### config.mk
export PLATFORM = sky130hd
export DESIGN_NAME = spi_status_data_regs
export DESIGN_NICKNAME = d
export VERILOG_FILES = /design/src/spi_regs_pkg.sv /design/src/pin_sync.sv /design/src/shift_engine.sv /design/src/spi_status_data_regs.sv
export SDC_FILE = /design/constraint.sdc
export NUM_CORES = 1
export LEC_CHECK = 0
export ABC_CLOCK_PERIOD_IN_PS = 6400
export BUFFER_PORTS_ARGS = -buffer_cell sky130_fd_sc_hd__buf_2
export CAP_MARGIN = 10
export CELL_PAD_IN_SITES_DETAIL_PLACEMENT = 1
export CELL_PAD_IN_SITES_GLOBAL_PLACEMENT = 1
export CORE_MARGIN = 2
export CORE_UTILIZATION = 50
export DETAILED_ROUTE_END_ITERATION = 12
export GPL_TIMING_DRIVEN = 1
export HOLD_SLACK_MARGIN = 0.12
export PLACE_DENSITY_LB_ADDON = 0.1
export SYNTH_ARGS = -nofsm -noshare
export SYNTH_HDL_FRONTEND = slang
export SYNTH_SLANG_ARGS = --single-unit
### constraint.sdc
create_clock -name pclk -period 6.4 [get_ports pclk]
set_input_delay 0.96 -clock pclk [delete_from_list [all_inputs] [get_ports pclk]]
set_output_delay 0.96 -clock pclk [all_outputs]
set_load 0.03 [all_outputs]
### src/spi_regs_pkg.sv
/*
  Shared constants of the serial status and data register block: register
  indices, field positions, reset values, engine states and link timing.
  Assumes a 32-bit APB bus with byte addresses equal to four times the index.
*/
package spi_regs_pkg;

  // ----------------------------------------------------------------
  // Bus geometry
  // ----------------------------------------------------------------
  localparam int unsigned ADDR_W = 8;
  localparam int unsigned IDX_W  = ADDR_W - 2;

  // ----------------------------------------------------------------
  // Register indices (byte address is four times the index)
  // ----------------------------------------------------------------
  localparam logic [IDX_W-1:0] CTRL_ONE_IDX = 6'h00;
  localparam logic [IDX_W-1:0] CTRL_TWO_IDX = 6'h01;
  localparam logic [IDX_W-1:0] STATUS_IDX   = 6'h03;
  localparam logic [IDX_W-1:0] WORD_HI_IDX  = 6'h04;
  localparam logic [IDX_W-1:0] WORD_LO_IDX  = 6'h05;

  // ----------------------------------------------------------------
  // Field positions
  // ----------------------------------------------------------------
  localparam int unsigned RX_FULL_BIT   = 7;
  localparam int unsigned TX_EMPTY_BIT  = 5;
  localparam int unsigned FAULT_BIT     = 4;
  localparam int unsigned MASTER_BIT    = 4;
  localparam int unsigned IRQ_EN_BIT    = 7;
  localparam int unsigned FAULT_EN_BIT  = 4;
  localparam int unsigned WIDTH_SEL_BIT = 6;

  // ----------------------------------------------------------------
  // Reset values and widths
  // ----------------------------------------------------------------
  localparam logic [7:0]  CTRL_ONE_RESET = 8'h00;
  localparam logic [7:0]  CTRL_TWO_RESET = 8'h00;
  localparam logic [15:0] WORD_RESET     = 16'h0000;
  localparam logic [4:0]  BYTE_BITS      = 5'h08;
  localparam logic [4:0]  WORD_BITS      = 5'h10;

  // ----------------------------------------------------------------
  // Link timing: pclk cycles per half period of the master clock
  // ----------------------------------------------------------------
  localparam int unsigned SCK_HALF_CYCLES = 4;

  // ----------------------------------------------------------------
  // Shift engine states
  // ----------------------------------------------------------------
  typedef enum logic [2:0] {
    LINK_IDLE  = 3'b001,
    LINK_SHIFT = 3'b010,
    LINK_DONE  = 3'b100
  } link_state_e;

endpackage

### src/pin_sync.sv
/*
  Two-flop synchroniser for a group of pin inputs.
  Assumes each bit is an independent level from outside the pclk domain.
*/
`timescale 1ns/10ps
module pin_sync #(
  parameter int unsigned         WIDTH     = 1,
  parameter logic [WIDTH-1:0]    RESET_VAL = '0
) (
  // Clock and reset
  input  wire logic             pclk,
  input  wire logic             presetn,
  // Pins and synchronised copies
  input  wire logic [WIDTH-1:0] din,
  output logic      [WIDTH-1:0] dout
);

  typedef struct packed {
    logic [WIDTH-1:0] meta;
    logic [WIDTH-1:0] sync;
  } sync_s;

  sync_s q;
  sync_s d;

  // Second stage reads only the first
  always_comb begin
    d      = q;
    d.meta = din;
    d.sync = q.meta;
  end

  // State register
  always_ff @(posedge pclk or negedge presetn) begin
    if (!presetn) begin
      q <= {RESET_VAL, RESET_VAL};
    end else begin
      q <= d;
    end
  end

  assign dout = q.sync;

endmodule

### src/shift_engine.sv
/*
  Serial shift engine, clock phase 0 and polarity 0, most significant bit first.
  Assumes synchronised pin levels; in master mode it makes the serial clock by
  dividing pclk, in slave mode it finds edges of the sampled serial clock.
*/
`timescale 1ns/10ps
module shift_engine #(
  parameter int unsigned HALF_CYCLES = spi_regs_pkg::SCK_HALF_CYCLES
) (
  // Clock and reset
  input  wire logic        pclk,
  input  wire logic        presetn,
  // Configuration
  input  wire logic        master,
  input  wire logic        wide,
  input  wire logic        abort,
  // Transmit word
  input  wire logic        tx_valid,
  input  wire logic [15:0] tx_word,
  // Synchronised pins
  input  wire logic        sck_s,
  input  wire logic        din_s,
  input  wire logic        ss_n_s,
  // Results
  output logic             sck_q,
  output logic             dout_q,
  output logic             start_q,
  output logic             done_q,
  output logic      [15:0] rx_q
);

  typedef struct packed {
    spi_regs_pkg::link_state_e st;
    logic [15:0]               sh;
    logic [4:0]                cnt;
    logic [7:0]                div;
    logic                      sck;
    logic                      sck_prev;
    logic                      ss_prev;
    logic                      dout;
    logic                      start;
    logic                      done;
    logic [15:0]               rx;
  } eng_s;

  eng_s q;
  eng_s d;
  logic [4:0] bits;

  // Bit count follows the width selection
  assign bits = wide ? spi_regs_pkg::WORD_BITS : spi_regs_pkg::BYTE_BITS;

  // Next state of the engine
  always_comb begin
    d          = q;
    d.start    = 1'b0;
    d.done     = 1'b0;
    d.sck_prev = sck_s;
    d.ss_prev  = ss_n_s;
    case (q.st)
      spi_regs_pkg::LINK_IDLE: begin
        d.sck = 1'b0;
        d.div = 8'h00;
        d.cnt = 5'h00;
        if ((master && tx_valid) || (!master && q.ss_prev && !ss_n_s)) begin
          d.st    = spi_regs_pkg::LINK_SHIFT;
          d.start = 1'b1;
          d.sh    = tx_valid ? tx_word : 16'h0000;
          d.dout  = wide ? d.sh[15] : d.sh[7];
        end
      end
      spi_regs_pkg::LINK_SHIFT: begin
        if (abort || (!master && ss_n_s)) begin
          d.st  = spi_regs_pkg::LINK_IDLE;
          d.sck = 1'b0;
        end else if (master) begin
          if (q.div == 8'(HALF_CYCLES - 1)) begin
            d.div = 8'h00;
            if (!q.sck) begin
              d.sck = 1'b1;
              d.sh  = {q.sh[14:0], din_s};
              d.cnt = 5'(q.cnt + 5'h01);
            end else begin
              d.sck = 1'b0;
              if (q.cnt == bits) begin
                d.st = spi_regs_pkg::LINK_DONE;
              end else begin
                d.dout = wide ? q.sh[15] : q.sh[7];
              end
            end
          end else begin
            d.div = 8'(q.div + 8'h01);
          end
        end else begin
          if (sck_s && !q.sck_prev) begin
            d.sh  = {q.sh[14:0], din_s};
            d.cnt = 5'(q.cnt + 5'h01);
            if (5'(q.cnt + 5'h01) == bits) begin
              d.st = spi_regs_pkg::LINK_DONE;
            end
          end
          if (!sck_s && q.sck_prev) begin
            d.dout = wide ? q.sh[15] : q.sh[7];
          end
        end
      end
      spi_regs_pkg::LINK_DONE: begin
        d.done = 1'b1;
        d.rx   = wide ? q.sh : {8'h00, q.sh[7:0]};
        d.st   = spi_regs_pkg::LINK_IDLE;
      end
      default: begin
        d.st = spi_regs_pkg::LINK_IDLE;
      end
    endcase
  end

  // State register
  always_ff @(posedge pclk or negedge presetn) begin
    if (!presetn) begin
      q          <= '0;
      q.st       <= spi_regs_pkg::LINK_IDLE;
      q.ss_prev  <= 1'b1;
      q.rx       <= spi_regs_pkg::WORD_RESET;
    end else begin
      q <= d;
    end
  end

  assign sck_q   = q.sck;
  assign dout_q  = q.dout;
  assign start_q = q.start;
  assign done_q  = q.done;
  assign rx_q    = q.rx;

endmodule

### src/spi_status_data_regs.sv
/*
  Status flags and double-buffered data register of a serial peripheral,
  reached over APB, with the shift engine and pin synchroniser below it.
  Assumes serial pins are asynchronous to pclk; the testbench resolves the
  sck and mosi wires from their output enables.
*/
`timescale 1ns/10ps
module spi_status_data_regs #(
  parameter int unsigned SCK_HALF = spi_regs_pkg::SCK_HALF_CYCLES
) (
  // Clock and reset
  input  wire logic                            pclk,
  input  wire logic                            presetn,
  // APB slave
  input  wire logic                            psel,
  input  wire logic                            penable,
  input  wire logic                            pwrite,
  input  wire logic [spi_regs_pkg::ADDR_W-1:0] paddr,
  input  wire logic [31:0]                     pwdata,
  output logic                                 pready,
  output logic      [31:0]                     prdata,
  output logic                                 pslverr,
  // Serial pins
  input  wire logic                            sck_in,
  output logic                                 sck_out,
  output logic                                 sck_oe,
  input  wire logic                            mosi_in,
  output logic                                 mosi_out,
  output logic                                 mosi_oe,
  input  wire logic                            miso_in,
  output logic                                 miso_out,
  output logic                                 miso_oe,
  input  wire logic                            ss_n_in,
  // Interrupt request
  output logic                                 irq
);

  // ----------------------------------------------------------------
  // State
  // ----------------------------------------------------------------
  typedef struct packed {
    logic        pready;
    logic [31:0] prdata;
    logic        pslverr;
    logic [7:0]  serial_control_one;
    logic [7:0]  serial_control_two;
    logic        receive_full_flag;
    logic        rf_armed;
    logic [15:0] rx_data;
    logic        held_valid;
    logic [15:0] held_word;
    logic        transmit_empty_flag;
    logic        te_armed;
    logic [15:0] tx_word;
    logic        mode_fault_flag;
    logic        mf_armed;
    logic        irq;
    logic        sck_oe;
    logic        mosi_oe;
    logic        miso_oe;
  } regs_s;

  regs_s q;
  regs_s d;

  logic [3:0]                    pins_s;
  logic                          sck_s;
  logic                          mosi_s;
  logic                          miso_s;
  logic                          ss_n_s;
  logic                          eng_sck;
  logic                          eng_dout;
  logic                          eng_start;
  logic                          eng_done;
  logic [15:0]                   eng_rx;
  logic [spi_regs_pkg::IDX_W-1:0] idx;
  logic                          hit;
  logic                          prep;
  logic                          acc;
  logic                          wr;
  logic                          rd;
  logic                          master;
  logic                          fault_set;
  logic                          service;
  logic [7:0]                    status_byte;

  // ----------------------------------------------------------------
  // Pin synchroniser and shift engine
  // ----------------------------------------------------------------
  pin_sync #(
    .WIDTH     (4),
    .RESET_VAL (4'h1)
  ) u_pin_sync (
    .pclk    (pclk),
    .presetn (presetn),
    .din     ({sck_in, mosi_in, miso_in, ss_n_in}),
    .dout    (pins_s)
  );

  assign sck_s  = pins_s[3];
  assign mosi_s = pins_s[2];
  assign miso_s = pins_s[1];
  assign ss_n_s = pins_s[0];

  shift_engine #(
    .HALF_CYCLES (SCK_HALF)
  ) u_shift_engine (
    .pclk     (pclk),
    .presetn  (presetn),
    .master   (master),
    .wide     (q.serial_control_two[spi_regs_pkg::WIDTH_SEL_BIT]),
    .abort    (fault_set),
    .tx_valid (!q.transmit_empty_flag),
    .tx_word  (q.tx_word),
    .sck_s    (sck_s),
    .din_s    (master ? miso_s : mosi_s),
    .ss_n_s   (ss_n_s),
    .sck_q    (eng_sck),
    .dout_q   (eng_dout),
    .start_q  (eng_start),
    .done_q   (eng_done),
    .rx_q     (eng_rx)
  );

  // ----------------------------------------------------------------
  // Bus decode
  // ----------------------------------------------------------------
  // Phase qualifiers; one wait state before pready
  assign idx     = paddr[spi_regs_pkg::ADDR_W-1:2];
  assign hit     = (paddr[1:0] == 2'h0) &&
                   (idx == spi_regs_pkg::CTRL_ONE_IDX || idx == spi_regs_pkg::CTRL_TWO_IDX ||
                    idx == spi_regs_pkg::STATUS_IDX || idx == spi_regs_pkg::WORD_HI_IDX ||
                    idx == spi_regs_pkg::WORD_LO_IDX);
  assign prep    = psel && penable && !q.pready;
  assign acc     = psel && penable && q.pready;
  assign wr      = acc && pwrite && hit;
  assign rd      = acc && !pwrite && hit;
  assign master  = q.serial_control_one[spi_regs_pkg::MASTER_BIT];
  assign service = rd && (idx == spi_regs_pkg::WORD_LO_IDX) && q.rf_armed;

  // Mode fault detection
  assign fault_set = master && q.serial_control_two[spi_regs_pkg::FAULT_EN_BIT] && !ss_n_s;

  // Status byte as seen by software, reserved bits zero
  always_comb begin
    status_byte                             = 8'h00;
    status_byte[spi_regs_pkg::RX_FULL_BIT]  = q.receive_full_flag;
    status_byte[spi_regs_pkg::TX_EMPTY_BIT] = q.transmit_empty_flag;
    status_byte[spi_regs_pkg::FAULT_BIT]    = q.mode_fault_flag;
  end

  // ----------------------------------------------------------------
  // Next state
  // ----------------------------------------------------------------
  always_comb begin
    d         = q;
    d.pready  = 1'b0;
    d.pslverr = 1'b0;

    // Read data and error prepared one cycle ahead of pready
    if (prep) begin
      d.pready  = 1'b1;
      d.pslverr = !hit;
      d.prdata  = 32'h0000_0000;
      if (hit) begin
        case (idx)
          spi_regs_pkg::CTRL_ONE_IDX: d.prdata[7:0] = q.serial_control_one;
          spi_regs_pkg::CTRL_TWO_IDX: d.prdata[7:0] = q.serial_control_two;
          spi_regs_pkg::STATUS_IDX:   d.prdata[7:0] = status_byte;
          spi_regs_pkg::WORD_HI_IDX:  d.prdata[7:0] = q.rx_data[15:8];
          spi_regs_pkg::WORD_LO_IDX:  d.prdata[7:0] = q.rx_data[7:0];
          default:                    d.prdata[7:0] = 8'h00;
        endcase
      end
    end

    // Control writes; control one write ends an armed fault
    if (wr && idx == spi_regs_pkg::CTRL_ONE_IDX) begin
      d.serial_control_one = pwdata[7:0];
      if (q.mf_armed) begin
        d.mode_fault_flag = 1'b0;
        d.mf_armed        = 1'b0;
      end
    end
    if (wr && idx == spi_regs_pkg::CTRL_TWO_IDX) begin
      d.serial_control_two = pwdata[7:0];
    end

    // Fault sets after any clear and drops master mode
    if (fault_set) begin
      d.mode_fault_flag                             = 1'b1;
      d.serial_control_one[spi_regs_pkg::MASTER_BIT] = 1'b0;
    end

    // Status read arms each clearing sequence from the value returned
    if (rd && idx == spi_regs_pkg::STATUS_IDX) begin
      d.rf_armed = q.prdata[spi_regs_pkg::RX_FULL_BIT];
      d.te_armed = q.prdata[spi_regs_pkg::TX_EMPTY_BIT];
      d.mf_armed = q.prdata[spi_regs_pkg::FAULT_BIT];
    end

    // Receive service: held word moves up or the flag clears
    if (service) begin
      d.rf_armed = 1'b0;
      if (q.held_valid) begin
        d.rx_data    = q.held_word;
        d.held_valid = 1'b0;
      end else begin
        d.receive_full_flag = 1'b0;
      end
    end

    // Held word dies when another transfer starts unserviced
    if (eng_start && q.held_valid && !service) begin
      d.held_valid = 1'b0;
    end

    // Completed word: into data register if free, else held
    if (eng_done) begin
      if (!q.receive_full_flag || (service && !q.held_valid)) begin
        d.rx_data           = eng_rx;
        d.receive_full_flag = 1'b1;
      end else begin
        d.held_word  = eng_rx;
        d.held_valid = 1'b1;
      end
    end

    // Transmit loads accepted only while empty
    if (wr && q.transmit_empty_flag && idx == spi_regs_pkg::WORD_HI_IDX) begin
      d.tx_word[15:8] = pwdata[7:0];
    end
    if (wr && q.transmit_empty_flag && idx == spi_regs_pkg::WORD_LO_IDX) begin
      d.tx_word[7:0] = pwdata[7:0];
      if (q.te_armed) begin
        d.transmit_empty_flag = 1'b0;
        d.te_armed            = 1'b0;
      end
    end

    // Engine took the queued word
    if (eng_start && !q.transmit_empty_flag) begin
      d.transmit_empty_flag = 1'b1;
    end

    // Pin enables and interrupt, registered
    d.sck_oe  = d.serial_control_one[spi_regs_pkg::MASTER_BIT];
    d.mosi_oe = d.serial_control_one[spi_regs_pkg::MASTER_BIT];
    d.miso_oe = !d.serial_control_one[spi_regs_pkg::MASTER_BIT] && !ss_n_s;
    d.irq     = d.mode_fault_flag && d.serial_control_one[spi_regs_pkg::IRQ_EN_BIT];
  end

  // State register; transmit register starts empty
  always_ff @(posedge pclk or negedge presetn) begin
    if (!presetn) begin
      q                     <= '0;
      q.serial_control_one  <= spi_regs_pkg::CTRL_ONE_RESET;
      q.serial_control_two  <= spi_regs_pkg::CTRL_TWO_RESET;
      q.rx_data             <= spi_regs_pkg::WORD_RESET;
      q.tx_word             <= spi_regs_pkg::WORD_RESET;
      q.transmit_empty_flag <= 1'b1;
    end else begin
      q <= d;
    end
  end

  // ----------------------------------------------------------------
  // Outputs
  // ----------------------------------------------------------------
  assign pready   = q.pready;
  assign prdata   = q.prdata;
  assign pslverr  = q.pslverr;
  assign sck_out  = eng_sck;
  assign sck_oe   = q.sck_oe;
  assign mosi_out = eng_dout;
  assign mosi_oe  = q.mosi_oe;
  assign miso_out = eng_dout;
  assign miso_oe  = q.miso_oe;
  assign irq      = q.irq;
endmodule
==> impl_results.md <==
- WP data arrival: 3.20 ns
- Final #Nets: 660
- Distinct cells, synth: 63
- Slew HR: 20.55%
- Die Height: 121.5 um
- IO buf count: 41
- Setup_tns: 0 ns
- Chip Width: 121.5 um
- GRT overflow: 0
- # setup viols final: 0
- # Max-Cap Violations: 0
- Static Leakage: 3.516 nW
- Final Max Tran Viols: 0
- Worst EP required: 6.68 ns
- Vias in the first global route: 4748
- Remaining DRCs: 0
- Core ar.: 0.01335 mm^2
- Worst Hold Launch: u_pin_sync.d[3]$_DFF_PN0_
- Site Rows: 42
- Worst-path maximum fanout: 16
- GRT Total Usage: 22.76%
- DR WL/cell: 19.45 um
- Root buf cell: clkbuf_16
- Clock sink count: 145
- Clock transition at the registers of the reported paths: 0.06 ns
- Crit path capture type: flop
- Status: finished, final reports clean
- Initial antenna violation count: 0
- Register-to-register setup slack: 3.72 ns
- Compound-cell area share of the yosys netlist: 9.157%
- Worst-Margin Slew: 1.192 ns
- Synth Area in Adders: 0.5440%
- TritonCTS Buffers: 17
- Cell Area, Placed: 0.007046 mm^2
- Final Hold Viols: 0
- Post-layout util: 57.21%
- Pwr Density: 283.8 mW/mm^2
- Longest Clk Path Bufs: 2
- Layout fillers: 1404
- Worst r2r src: master$_DFF_PN0_
- CTS tree: built
- Startpoint types: primary input
- Clock skew: 0.01090 ns
- Worst-Skew Late Latency: 0.43 ns
- First DRT Iteration DRCs: 204
- Asr flop ratio synth: 100.0%
- Synthesis Warnings: 0
- Final ANT Viol Nets: 0
- Top-area cell type share of the netlist area: 50.77%
- Xor/xnor share of the synthesized area: 0.1269%
- Area grow syn2layout: 10.66%
- Most common cell in the netlist: dfrtp_1
- Via density per instance: 5.611
- Largest family of logic cells by synthesized area: multiplexers
- Crit share post-route: 45.57%
- Synth Area per Inst: 11.86 um^2
- Ports: 90
- Post-Route WL: 15500 um
- Commonest cells post-synth: dfrtp_1 (140), mux2_2 (55), nand2_1 (50)
- # resized after CTS: 0
- Reg2reg path depth: 5
- Overall Power: 2.167 mW
- RSZ-0062 raised after global routing: false
- DP HPWL: 10240 um
- Crit Path Class: in2reg
- Fin area: 0.007636 mm^2
- Hold Path Sink: u_pin_sync.dout[3]$_DFF_PN0_
- Vias: 4472
- CTS Hold Bufs: 0
- Synth Area in Simple Gates: 12.80%
- Hold Crit Depth: 0
- Max VDD drop: 324.8 uV
- Cells after Synth: 582
- Post-CTS Setup Inserts: 0
- CTS H-tree lvls: 4
- Share of cells above drive strength 1: 27.21%
- Critical R2R Capture: u_shift_engine.q[35]$_DFFE_PN0P_
- Die area: 0.01476 mm^2
- Most area-consuming cells after synthesis: dfrtp_1 (51%), mux2_2 (9.0%), mux2i_1 (5.5%), buf_4 (4.0%), nand2_1 (2.7%)
- # diodes: 0
- Multiplexer share of the synthesized area: 17.48%
- Fmax: 342.9 MHz
- Initial core utilization: 51.70%
- Fin crit period: 2.916 ns
- First-pass GRT wire length: 25250 um
- Area leader, netlist: dfrtp_1
- Largest net degree at the start of global routing: 79
- RePlAce Congestion: 0.8210
- #FFs+latches synth: 145
- Post-Syn Area: 0.006900 mm^2
- Register area share after synthesis: 52.67%
- DR pass1 iterations: 5
- HP Class: reg2reg
- Post-synth EDFFs: 0
- Main flop type after synthesis: dfrtp_1
[where the power goes]
part | leakage [nW] | switching (mW) | internal, mW | total [mW]
sequential | 1.99 | 0.0171 | 0.936 | 0.953
combinational | 1.26 | 0.162 | 0.0712 | 0.233
clock | 0.273 | 0.389 | 0.592 | 0.981
[layout by cell type, fill, tap and decap left out, drive strengths merged, types with 3 or more instances in the layout]
cell type and count:
dfstp 5, nand2 50, buf 44, mux4 8, mux2 57, nor2 16
a31oi 8, nand2b 10, dfrtp 140, mux2i 38, inv 24, nor2b 7
nand3b 3, o31ai 4, ha 3, a22o 5, and3 6, nor3 7
nand3 9, clkinv 5, clkinvlp 6, o21ai 46, or2 3, conb 24
a21oi 21, clkbuf 19, nor3b 17
[sequential cells by signal, indices dropped and copies added (netlist names)]
signal / count
irq: 1
master: 1
miso_oe: 1
prdata: 8
pready: 1
pslverr: 1
q: 70
u_pin_sync.d: 4
u_pin_sync.dout: 4
u_shift_engine.done_q: 1
u_shift_engine.dout_q: 1
u_shift_engine.q: 34
u_shift_engine.rx_q: 16
u_shift_engine.sck_q: 1
u_shift_engine.start_q: 1
[kinds of logic after synthesis]
family                     after synthesis
buffers and inverters                   84
AOI/OAI and AO/OA                       98
muxes                                  103
adders and majority gates                3
other                                    1
and+or+nand+nor                        147
DFF                                    145
xor gates and xnor gates                 1
[final cells by class]
| type | count | area, um^2 | area share (%) |
|---|---|---|---|
| flip-flops and latches | 145 | 3635 | 47.60 |
| multi-input cells | 376 | 2867 | 37.54 |
| clock buffers | 19 | 452.9 | 5.932 |
| repair buffers | 44 | 234.0 | 3.064 |
| well taps | 176 | 220.2 | 2.884 |
| clock inverters | 13 | 137.6 | 1.802 |
| inverters | 24 | 90.09 | 1.180 |
[stage by stage]
stage          instances  setup slack, ns  hold WS [ns]
3_3_place_gp         765            3.128        0.3364
5_1_grt              797            3.332        0.3547
6_report             797            3.484        0.3522
2_1_floorplan        605            3.802        0.3312
4_1_cts              797            3.455        0.3528
3_5_place_dp         765            3.063        0.3395
[worst max-delay path: stages]
cell	delay, ns
buf_2	0.40
and3_1	0.23
and4_1	0.26
and2_1	0.94
mux2i_1	0.29
o21ai_0	0.11
[layer usage]
| layer | vias to the layer above | part of all wire (%) | GRT usage, % |
|---|---|---|---|
| met4 | 0 | 1.1 | 5.747 |
| met1 | 2290 | 47 | 31.20 |
| li1 | 2054 | - | - |
| met2 | 110 | 47 | 36.48 |
| met5 | - | 0 | 0 |
| met3 | 18 | 4.6 | 5.780 |
[worst max path at each step]
| stage | startpoint | to | slack, ns | cells past startpoint |
|---|---|---|---|---|
| after floorplan | paddr[3] | irq$_DFF_PN0_ | 3.80 | 6 |
| after global placement | paddr[2] | q[43]$_DFF_PN0_ | 3.13 | 6 |
| after detailed placement | paddr[2] | q[54]$_DFF_PN0_ | 3.06 | 6 |
| after CTS | paddr[2] | q[41]$_DFF_PN0_ | 3.46 | 6 |
| after global routing | paddr[2] | q[56]$_DFF_PN0_ | 3.33 | 6 |
| final | paddr[2] | q[41]$_DFF_PN0_ | 3.48 | 6 |
(Power assumes the default switching activity.)
